### config.mk
export PLATFORM = sky130hd
export DESIGN_NAME = mcu_interrupt_control
export DESIGN_NICKNAME = d
export VERILOG_FILES = /design/src/pkg/irq_pkg.sv /design/src/hdl/pin_edge_sense.sv /design/src/hdl/irq_ctrl_reg.sv /design/src/hdl/mcu_interrupt_control.sv
export VERILOG_INCLUDE_DIRS = /design/src /design/src/pkg
export SDC_FILE = /design/constraint.sdc
export NUM_CORES = 1
export LEC_CHECK = 0
export BUFFER_PORTS_ARGS = -buffer_cell sky130_fd_sc_hd__buf_4
export CORE_MARGIN = 2
export CORE_UTILIZATION = 30
export DETAILED_ROUTE_END_ITERATION = 7
export PLACE_DENSITY = 0.54
export SLEW_MARGIN = 10
export SYNTH_ARGS = -nofsm -noshare
export SYNTH_HDL_FRONTEND = slang
export SYNTH_SLANG_ARGS = --single-unit
### constraint.sdc
create_clock -name pclk -period 1.9 [get_ports pclk]
set_input_delay 0.095 -clock pclk [delete_from_list [all_inputs] [get_ports pclk]]
set_output_delay 0.095 -clock pclk [all_outputs]
set_load 0.02 [all_outputs]
### src/pkg/irq_defs.svh
// register map, field positions, masks and reset values of the interrupt
// controller; included by the package and by every design file
`ifndef IRQ_DEFS_SVH
`define IRQ_DEFS_SVH

// register word indexes, byte address = index * 4
`define IDX_EDGE_SEL   3'h0
`define IDX_CTRL0      3'h1
`define IDX_CTRL1      3'h2
`define IDX_CTRL2      3'h3
`define IDX_GROUP0     3'h4
`define IDX_GROUP1     3'h5
`define IDX_GROUP2     3'h6
`define IDX_GROUP3     3'h7
`define NUM_REGS       8
`define ADDR_W         12
`define ADDR_TOP       11
`define IDX_LSB        2
`define IDX_MSB        4
`define MAP_TOP_LSB    5

`define REG_RESET      8'h00
// writable bits and hardware-set flag bits per register
`define RW_EDGE_SEL    8'h0f
`define RW_CTRL0       8'h7f
`define RW_CTRL1       8'hff
`define RW_CTRL2       8'h33
`define RW_GROUP       8'hff
`define RW_GROUP3      8'h33
`define FL_NONE        8'h00
`define FL_CTRL0       8'h70
`define FL_FULL        8'hf0
`define FL_HALF        8'h30

// field positions
`define EDGE0_LSB      0
`define EDGE1_LSB      2
`define GLOBAL_EN_BIT  0
`define PIN0_EN_BIT    1
`define PIN1_EN_BIT    2
`define ADC_EN_BIT     3
`define PIN0_FLAG_BIT  4
`define PIN1_FLAG_BIT  5
`define ADC_FLAG_BIT   6
`define FLAG_LSB       4

// primary sources, in falling priority
`define SRC_PIN0       4'h0
`define SRC_PIN1       4'h1
`define SRC_ADC        4'h2
`define SRC_GROUP0     4'h3
`define SRC_TB0        4'h7
`define SRC_TB1        4'h8
`define NUM_SRC        9
`define NUM_GROUPS     4

`endif

### src/pkg/irq_pkg.sv
// types shared by the interrupt controller files
`include "irq_defs.svh"

package irq_pkg;
  typedef logic [7:0] reg8_t;
  typedef logic [3:0] src_idx_t;
  typedef logic [`ADDR_W-1:0] addr_t;
  // order gives the two-bit field codes 00, 01, 10, 11
  typedef enum logic [1:0] {
    EDGE_OFF,
    EDGE_RISE,
    EDGE_FALL,
    EDGE_BOTH
  } edge_mode_e;
endpackage

### src/hdl/pin_edge_sense.sv
// synchroniser and edge detector for one external interrupt pin
// assumes pin is asynchronous to pclk; pulse is one pclk cycle
`timescale 1ns/1ps
`include "irq_defs.svh"

module pin_edge_sense (
  input  wire logic               pclk,
  input  wire logic               presetn,
  input  wire logic               pin,
  input  wire irq_pkg::edge_mode_e mode,
  output logic                    edge_pulse
);
  import irq_pkg::*;

  logic meta_r;
  logic sync_r;
  logic last_r;
  wire  rise = sync_r & ~last_r;
  wire  fall = ~sync_r & last_r;

  always_ff @(posedge pclk or negedge presetn) begin
    if (!presetn) begin
      meta_r <= 1'b0;
      sync_r <= 1'b0;
      last_r <= 1'b0;
    end else begin
      meta_r <= pin;
      sync_r <= meta_r;
      last_r <= sync_r;
    end
  end

  always_comb begin
    case (mode)
      EDGE_OFF:  edge_pulse = 1'b0;
      EDGE_RISE: edge_pulse = rise;
      EDGE_FALL: edge_pulse = fall;
      EDGE_BOTH: edge_pulse = rise | fall;
      default:   edge_pulse = 1'b0;
    endcase
  end
endmodule

### src/hdl/irq_ctrl_reg.sv
// one 8-bit control register with software-writable bits and
// hardware-set flags; a set in the same cycle as a clear wins
`timescale 1ns/1ps
`include "irq_defs.svh"

module irq_ctrl_reg #(
  parameter logic [7:0] RW_MASK   = `RW_GROUP,
  parameter logic [7:0] FLAG_MASK = `FL_NONE
) (
  input  wire logic           pclk,
  input  wire logic           presetn,
  input  wire logic           wr_en,
  input  wire irq_pkg::reg8_t wr_data,
  input  wire irq_pkg::reg8_t set_bits,
  input  wire irq_pkg::reg8_t clr_bits,
  output irq_pkg::reg8_t      q
);
  import irq_pkg::*;

  reg8_t q_r;
  reg8_t q_nxt;
  wire reg8_t written = wr_en ? wr_data : q_r;

  assign q_nxt = ((written & ~clr_bits) | (set_bits & FLAG_MASK)) & RW_MASK;
  assign q     = q_r;

  always_ff @(posedge pclk or negedge presetn) begin
    if (!presetn) q_r <= `REG_RESET;
    else          q_r <= q_nxt;
  end
endmodule

### src/hdl/mcu_interrupt_control.sv
// interrupt controller: request flags, enables, multi-function groups,
// edge selection for two external pins, and a pin-change input fixed to both edges
// assumes an APB master on pclk; peripheral requests are one-cycle pulses
// on pclk; external pins are asynchronous
//
// Overview of operation
// a source's trigger sets its flag; enables change only by software; the code also clears the global enable when the core accepts a request
// an accepted request raises the core request and suspends the program
// two interrupt pins and one pin-change input, each enable plus flag
// timer, time base, low voltage, serial, uart, converter each own bits
// pin one edge field bits 3..2: off, rising, falling, both
// pin zero edge field bits 1..0 with the same four codes
// edge register bits 7..4 read zero and ignore writes
// pin zero flag at control register 0 bit 4, one when pending
// pin one enable at control register 0 bit 2
// pin zero enable at control register 0 bit 1
// three primary control registers hold global, pin, converter, group
// four group registers; each group raises one request, enable and flag
// request needs flag, own enable, global enable, group enable if grouped
// flags read and write, software clears by zero; all reset to zero
`timescale 1ns/1ps
`include "irq_defs.svh"

module mcu_interrupt_control (
  input  wire logic          pclk,
  input  wire logic          presetn,
  input  wire logic          psel,
  input  wire logic          penable,
  input  wire logic          pwrite,
  input  wire irq_pkg::addr_t paddr,
  input  wire logic [31:0]   pwdata,
  output logic [31:0]        prdata,
  output logic               pready,
  output logic               pslverr,
  input  wire logic          ext_pin_zero,
  input  wire logic          ext_pin_one,
  input  wire logic          port_change_input,
  input  wire logic          adc_req,
  input  wire logic [1:0]    time_base_req,
  input  wire logic [3:0]    tm_period_req,
  input  wire logic [3:0]    tm_match_a_req,
  input  wire logic          tm1_match_b_req,
  input  wire logic          sync_serial_req,
  input  wire logic          spi1_req,
  input  wire logic          uart_req,
  input  wire logic          low_voltage_req,
  input  wire logic          irq_ack,
  output logic               irq_req,
  output irq_pkg::src_idx_t  irq_vector
);
  import irq_pkg::*;

  localparam reg8_t RW_MASKS [`NUM_REGS] = '{`RW_EDGE_SEL, `RW_CTRL0,
    `RW_CTRL1, `RW_CTRL2, `RW_GROUP, `RW_GROUP, `RW_GROUP, `RW_GROUP3};
  localparam reg8_t FL_MASKS [`NUM_REGS] = '{`FL_NONE, `FL_CTRL0,
    `FL_FULL, `FL_HALF, `FL_FULL, `FL_FULL, `FL_FULL, `FL_HALF};

  // apb slave: answer in the first access cycle
  logic        pready_r;
  logic        pslverr_r;
  logic [31:0] prdata_r;
  logic        irq_req_r;
  src_idx_t    irq_vector_r;

  reg8_t regs [`NUM_REGS];
  reg8_t set_v [`NUM_REGS];
  reg8_t clr_v [`NUM_REGS];

  wire [2:0] reg_idx  = paddr[`IDX_MSB:`IDX_LSB];
  wire       mapped   = (paddr[`ADDR_TOP:`MAP_TOP_LSB] == '0) &&
                        (paddr[`IDX_LSB-1:0] == '0);
  wire       setup    = psel & ~penable & ~pready_r;
  wire       done     = psel & penable & pready_r;
  wire       wr_take  = done & pwrite & mapped;
  wire reg8_t rd_sel  = regs[reg_idx];

  always_ff @(posedge pclk or negedge presetn) begin
    if (!presetn) begin
      pready_r  <= 1'b0;
      pslverr_r <= 1'b0;
      prdata_r  <= '0;
    end else begin
      pready_r  <= setup;
      pslverr_r <= setup & ~mapped;
      prdata_r  <= (setup & ~pwrite & mapped) ? {24'h000000, rd_sel} : '0;
    end
  end

  assign pready  = pready_r;
  assign pslverr = pslverr_r;
  assign prdata  = prdata_r;

  // external pins and pin-change input
  wire reg8_t edge_reg = regs[`IDX_EDGE_SEL];
  wire reg8_t ctrl0    = regs[`IDX_CTRL0];
  wire reg8_t ctrl1    = regs[`IDX_CTRL1];
  wire reg8_t ctrl2    = regs[`IDX_CTRL2];
  logic pin0_edge;
  logic pin1_edge;
  logic port_edge;

  pin_edge_sense u_pin0 (
    .pclk       (pclk),
    .presetn    (presetn),
    .pin        (ext_pin_zero),
    .mode       (edge_mode_e'(edge_reg[`EDGE0_LSB +: 2])),
    .edge_pulse (pin0_edge)
  );

  pin_edge_sense u_pin1 (
    .pclk       (pclk),
    .presetn    (presetn),
    .pin        (ext_pin_one),
    .mode       (edge_mode_e'(edge_reg[`EDGE1_LSB +: 2])),
    .edge_pulse (pin1_edge)
  );

  // any change on the port input counts
  pin_edge_sense u_port (
    .pclk       (pclk),
    .presetn    (presetn),
    .pin        (port_change_input),
    .mode       (EDGE_BOTH),
    .edge_pulse (port_edge)
  );

  // group request: any group flag whose own enable is set
  logic [`NUM_GROUPS-1:0] group_hit;
  genvar g;
  generate
    for (g = 0; g < `NUM_GROUPS; g++) begin : g_group
      assign group_hit[g] = |(regs[`IDX_GROUP0 + g][7:`FLAG_LSB] &
                              regs[`IDX_GROUP0 + g][`FLAG_LSB-1:0]);
    end
  endgenerate

  // hardware set vectors, flags sit in bits 7..4
  assign set_v[`IDX_EDGE_SEL] = '0;
  assign set_v[`IDX_CTRL0]  = {1'b0, adc_req, pin1_edge, pin0_edge,
                               4'h0};
  assign set_v[`IDX_CTRL1]  = {group_hit, 4'h0};
  assign set_v[`IDX_CTRL2]  = {2'b00, time_base_req, 4'h0};
  assign set_v[`IDX_GROUP0] = {tm_match_a_req[2], tm_period_req[2],
                               tm_match_a_req[0], tm_period_req[0], 4'h0};
  assign set_v[`IDX_GROUP1] = {uart_req, tm1_match_b_req,
                               tm_match_a_req[1], tm_period_req[1], 4'h0};
  assign set_v[`IDX_GROUP2] = {tm_match_a_req[3], tm_period_req[3],
                               port_edge, sync_serial_req, 4'h0};
  assign set_v[`IDX_GROUP3] = {2'b00, spi1_req, low_voltage_req, 4'h0};

  // pending primary sources with their own enables
  logic [`NUM_SRC-1:0] pend;
  assign pend[`SRC_PIN0] = ctrl0[`PIN0_FLAG_BIT] & ctrl0[`PIN0_EN_BIT];
  assign pend[`SRC_PIN1] = ctrl0[`PIN1_FLAG_BIT] & ctrl0[`PIN1_EN_BIT];
  assign pend[`SRC_ADC]  = ctrl0[`ADC_FLAG_BIT] & ctrl0[`ADC_EN_BIT];
  assign pend[`SRC_TB0]  = ctrl2[`FLAG_LSB] & ctrl2[0];
  assign pend[`SRC_TB1]  = ctrl2[`FLAG_LSB+1] & ctrl2[1];
  generate
    for (g = 0; g < `NUM_GROUPS; g++) begin : g_pend
      assign pend[`SRC_GROUP0 + g] = ctrl1[`FLAG_LSB + g] & ctrl1[g];
    end
  endgenerate

  wire global_en = ctrl0[`GLOBAL_EN_BIT];
  wire any_pend  = global_en & (|pend);

  // lowest index pending wins
  function automatic src_idx_t first_src(input logic [`NUM_SRC-1:0] p);
    first_src = '0;
    for (int i = `NUM_SRC - 1; i >= 0; i--) begin
      if (p[i]) first_src = src_idx_t'(i);
    end
  endfunction

  // acceptance by the core clears the served flag and the global enable; a ctrl1 group flag stays set while its group_hit holds
  wire                ack_take = irq_ack & irq_req_r;
  wire [`NUM_SRC-1:0] ack_oh   = ack_take ?
                                 (`NUM_SRC'(1) << irq_vector_r) : '0;

  assign clr_v[`IDX_EDGE_SEL] = '0;
  assign clr_v[`IDX_CTRL0]  = {1'b0, ack_oh[`SRC_ADC], ack_oh[`SRC_PIN1],
                               ack_oh[`SRC_PIN0], 3'b000, ack_take};
  assign clr_v[`IDX_CTRL1]  = {ack_oh[`SRC_GROUP0 +: `NUM_GROUPS], 4'h0};
  assign clr_v[`IDX_CTRL2]  = {2'b00, ack_oh[`SRC_TB1], ack_oh[`SRC_TB0],
                               4'h0};
  generate
    for (g = `IDX_GROUP0; g < `NUM_REGS; g++) begin : g_clr
      assign clr_v[g] = '0;
    end
  endgenerate

  // register file; unimplemented bits stay zero
  genvar r;
  generate
    for (r = 0; r < `NUM_REGS; r++) begin : g_reg
      irq_ctrl_reg #(
        .RW_MASK   (RW_MASKS[r]),
        .FLAG_MASK (FL_MASKS[r])
      ) u_reg (
        .pclk     (pclk),
        .presetn  (presetn),
        .wr_en    (wr_take && (reg_idx == r)),
        .wr_data  (pwdata[7:0]),
        .set_bits (set_v[r]),
        .clr_bits (clr_v[r]),
        .q        (regs[r])
      );
    end
  endgenerate

  always_ff @(posedge pclk or negedge presetn) begin
    if (!presetn) begin
      irq_req_r    <= 1'b0;
      irq_vector_r <= '0;
    end else begin
      irq_req_r    <= any_pend & ~ack_take;
      irq_vector_r <= first_src(pend);
    end
  end

  assign irq_req    = irq_req_r;
  assign irq_vector = irq_vector_r;
endmodule

==> results by group <==
Power
  – Pwr dens: between 700 and 800 nW/µm²
  – Pleak: 2.12 nW
  – Overall Power: between 3 and 4 mW
  – Worst IR Drop VDD: 0.000413 V

GRT
  – Initial antenna violation count: 0
  – Vias in the first global route: 2661
  – Largest net degree at the start of global routing: a little over 40
  – GRT Total Usage: 0.144
  – Grt ovf: 0
  – Global-route wire length before repair: roughly 14 mm

Drt
  – DR vias/cell: between 4 and 5
  – DRC Markers: 0
  – Post-route ant nets: 0
  – DRT iter0 DRCs: ~120
  – Vias: between 2000 and 3000
  – First drt pass iteration count: 4
  – Routed wire length: 9.29 mm
  – DR WL/cell: approximately 16 µm

Critical path
  – Crit path launch type: primary input
  – Slowest stage cell, crit path: dlygate4sd3_1
  – Reg2reg setup slack: about 100 ps
  – Crit Path Max Fanout: 11
  – Critical-path cell list: dlygate4sd3_1 -> buf_4 -> nand4_1 -> or2_2 -> nor3_1 -> buf_4 -> mux2_2
  – FF-to-FF path depth: 5
  – Crit path DAT: 2010 ps
  – Most used cell, CP: buf_4
  – Crit end category: register
  – Crit path largest cell delay: between 500 and 600 ps
  – Crit path depth: 7
  – Top Family by Delay on Critical Path: buffers and inverters
  – CP Buf/Inv Count: 3
  – CP required: about 2100 ps
  – CP Class: primary input to register

Logic synthesis
  – Main synth FF type: dfrtp_1
  – Mapped cell area: approximately 3800 µm²
  – Top post-synthesis cells by area: dfrtp_1 50%, mux2_2 9.8%, buf_4 5.2%, mux4_2 4.8%, mux2i_1 4.0%
  – Post-synth top area share: 0.496
  – Syn Area/Cell: ~12 µm²
  – Ys Warns: 0
  – Most frequent cells after synthesis: 75 x dfrtp_1, 33 x mux2_2, 26 x buf_4, 24 x nand2_1, 16 x nor2_1
  – Most frequent cell after synthesis: dfrtp_1
  – Synth unique cells: 43
  – Sequential-to-total area share from yosys stat: 0.496
  – Dominant cell type by area after synthesis: dfrtp_1
  – Flops & latches, synth: 75
  – Synth Instances: 315
  – Ys async rst share: 1.00
  – Post-synth EDFFs: 0

Clock tree
  – CTS tree: done
  – Clock Tree Buf Depth: 2
  – CTS-repair resized insts: 0
  – Clk sinks: 75
  – Skew-Pair Late Insertion Delay: roughly 330 ps
  – Clock tree root buffer cell: clkbuf_16
  – Number of buffers created by CTS: 9
  – Clock slew seen by the registers of the worst setup and hold paths: roughly 60 ps
  – H-tree lvl count: 3

STA
  – Slew margin rel.: 0.640
  – Setup TNS: 0 ps
  – Slew of the pin with the lowest slew margin: 539 ps
  – Slew Viols, Final: 0
  – Post-layout min period: between 1500 and 2000 ps
  – RSZ-0062 raised after global routing: false
  – Final Cycle Share: 0.945
  – Final hold slack: ~15 ps
  – Fmax: 0.557 GHz
  – Final hold violations: 0
  – Number of setup violations in the final report: 0
  – Final worst slack: around 100 ps
  – Setup skew after layout: 3.28 ps

Layout
  – Final cell count without fillers: 581
  – Nets: 477
  – Share of cells above drive strength 1: 0.335
  – Inserted Diodes: 0
  – Area Overhead vs Synth: 29.1%

Min path
  – HP Class: primary input to register
  – Worst hold stages: 2

Floorplan
  – Core Area: around 12000 µm²
  – Initial core utilization: 0.303
  – Die width: around 120 µm
  – Die Y: 116 µm
  – FP Rows: 41
  – Die Area: 13500 µm²
  – Number of primary I/O pins: between 100 and 150

Place
  – DP HPWL: approximately 7 mm
  – Port bufs: 59
  – Placed Cells incl. Taps: between 500 and 600
  – Place WS: approximately 110 ps
  – GPL Wtd Cong: around 0.82

Outcome
  – Status: finished clean

Run
  – MaxCap Viol Count: 0
[placed cells by master (no fill, tap or decap), types with 4 or more instances in the layout]
cell	count
dfrtp_1	75
buf_4	68
mux2_2	33
nand2_1	24
conb_1	24
dlygate4sd3_1	18
nor2_1	16
mux2i_1	15
a21oi_1	11
nor2b_1	11
nor3_1	11
a211o_1	9
clkbuf_16	9
mux4_2	8
inv_1	7
a221oi_1	6
nand2b_1	6
a22oi_1	4
a22o_1	4
o21ai_1	4
ha_1	4
[per-stage QoR]
stage	area [µm²]	util
finish	4880	0.392
global route	4880	0.392
floorplan	3870	-
detailed placement	4400	0.353
CTS	4880	0.391
global placement	4400	0.353
[worst register-to-register path, delay by kind of cell, from the launching register on]
| family | cells | cell delay [ps] |
|---|---|---|
| simple gates | 3 | 720 |
| buf+inv | 1 | 240 |
| mux | 1 | 350 |
| flops | 1 | 360 |
[power breakdown]
part / switching (mW) / total (mW) / internal, mW
clock: 0.640 / 1.69 / 1.05
sequential: 0.00601 / 1.62 / 1.61
combinational: 0.167 / 0.284 / 0.117
total: 0.813 / 3.59 / 2.77
[registers in the layout, indices dropped and copies added, names as in the netlist]
signal / flops
u_pin1.sync_r: 1
irq_req: 1
u_pin0.meta_r: 1
u_pin0.last_r: 1
u_pin1.meta_r: 1
u_pin0.sync_r: 1
u_port.sync_r: 1
prdata: 8
g.u_reg.q: 51
irq_vector: 4
pready: 1
pslverr: 1
u_port.last_r: 1
u_port.meta_r: 1
u_pin1.last_r: 1
[cell type report]
class,instances,area [µm²]
clock buffers,11,243
clock inverters,5,52.6
fillers,1209,7580
inverters,8,30.0
multi-input cells,222,1740
flip-flops and latches,75,1880
well taps,172,215
repair buffers,88,731
[layer usage]
metal,track usage,up-vias,share of wire
met4,0.0587,0,0.020
met2,0.228,87,0.48
met5,0,-,0
met1,0.190,1369,0.45
li1,-,1273,-
met3,0.0363,14,0.048
[path summary, 6_finish.rpt]
| check | to | from |
|---|---|---|
| min reg2reg | u_port.sync_r | u_port.meta_r |
| min in group asynchronous | u_port.meta_r | presetn |
| max | g_reg[6].u_reg.q[1] | penable |
| max reg2reg | g_reg[6].u_reg.q[1] | pready |
| min | g_reg[6].u_reg.q[7] | pwdata[7] |
| max in group asynchronous | g_reg[3].u_reg.q[5] | presetn |
[kinds of logic after synthesis]
family / count (synthesis) / share of synthesized area
AO/OA/AOI/OAI: 48 / 0.0926
buffers and inverters: 41 / 0.0678
AND/OR/NAND/NOR: 89 / 0.141
flip-flops: 75 / 0.496
multiplexers: 56 / 0.186
XOR/XNOR: 1 / 0.00232
other: 1 / 0.000991
adder cells (fa/ha/maj): 4 / 0.0132
[what timing repair did]
item | 4_1_cts | 5_1_grt
setup endpoints to repair | 0 | 1
buffers inserted | 0 | 1
hold endpoints to repair | 54 | 0
hold buffers | 18 | 0
(Power assumes the default switching activity.)
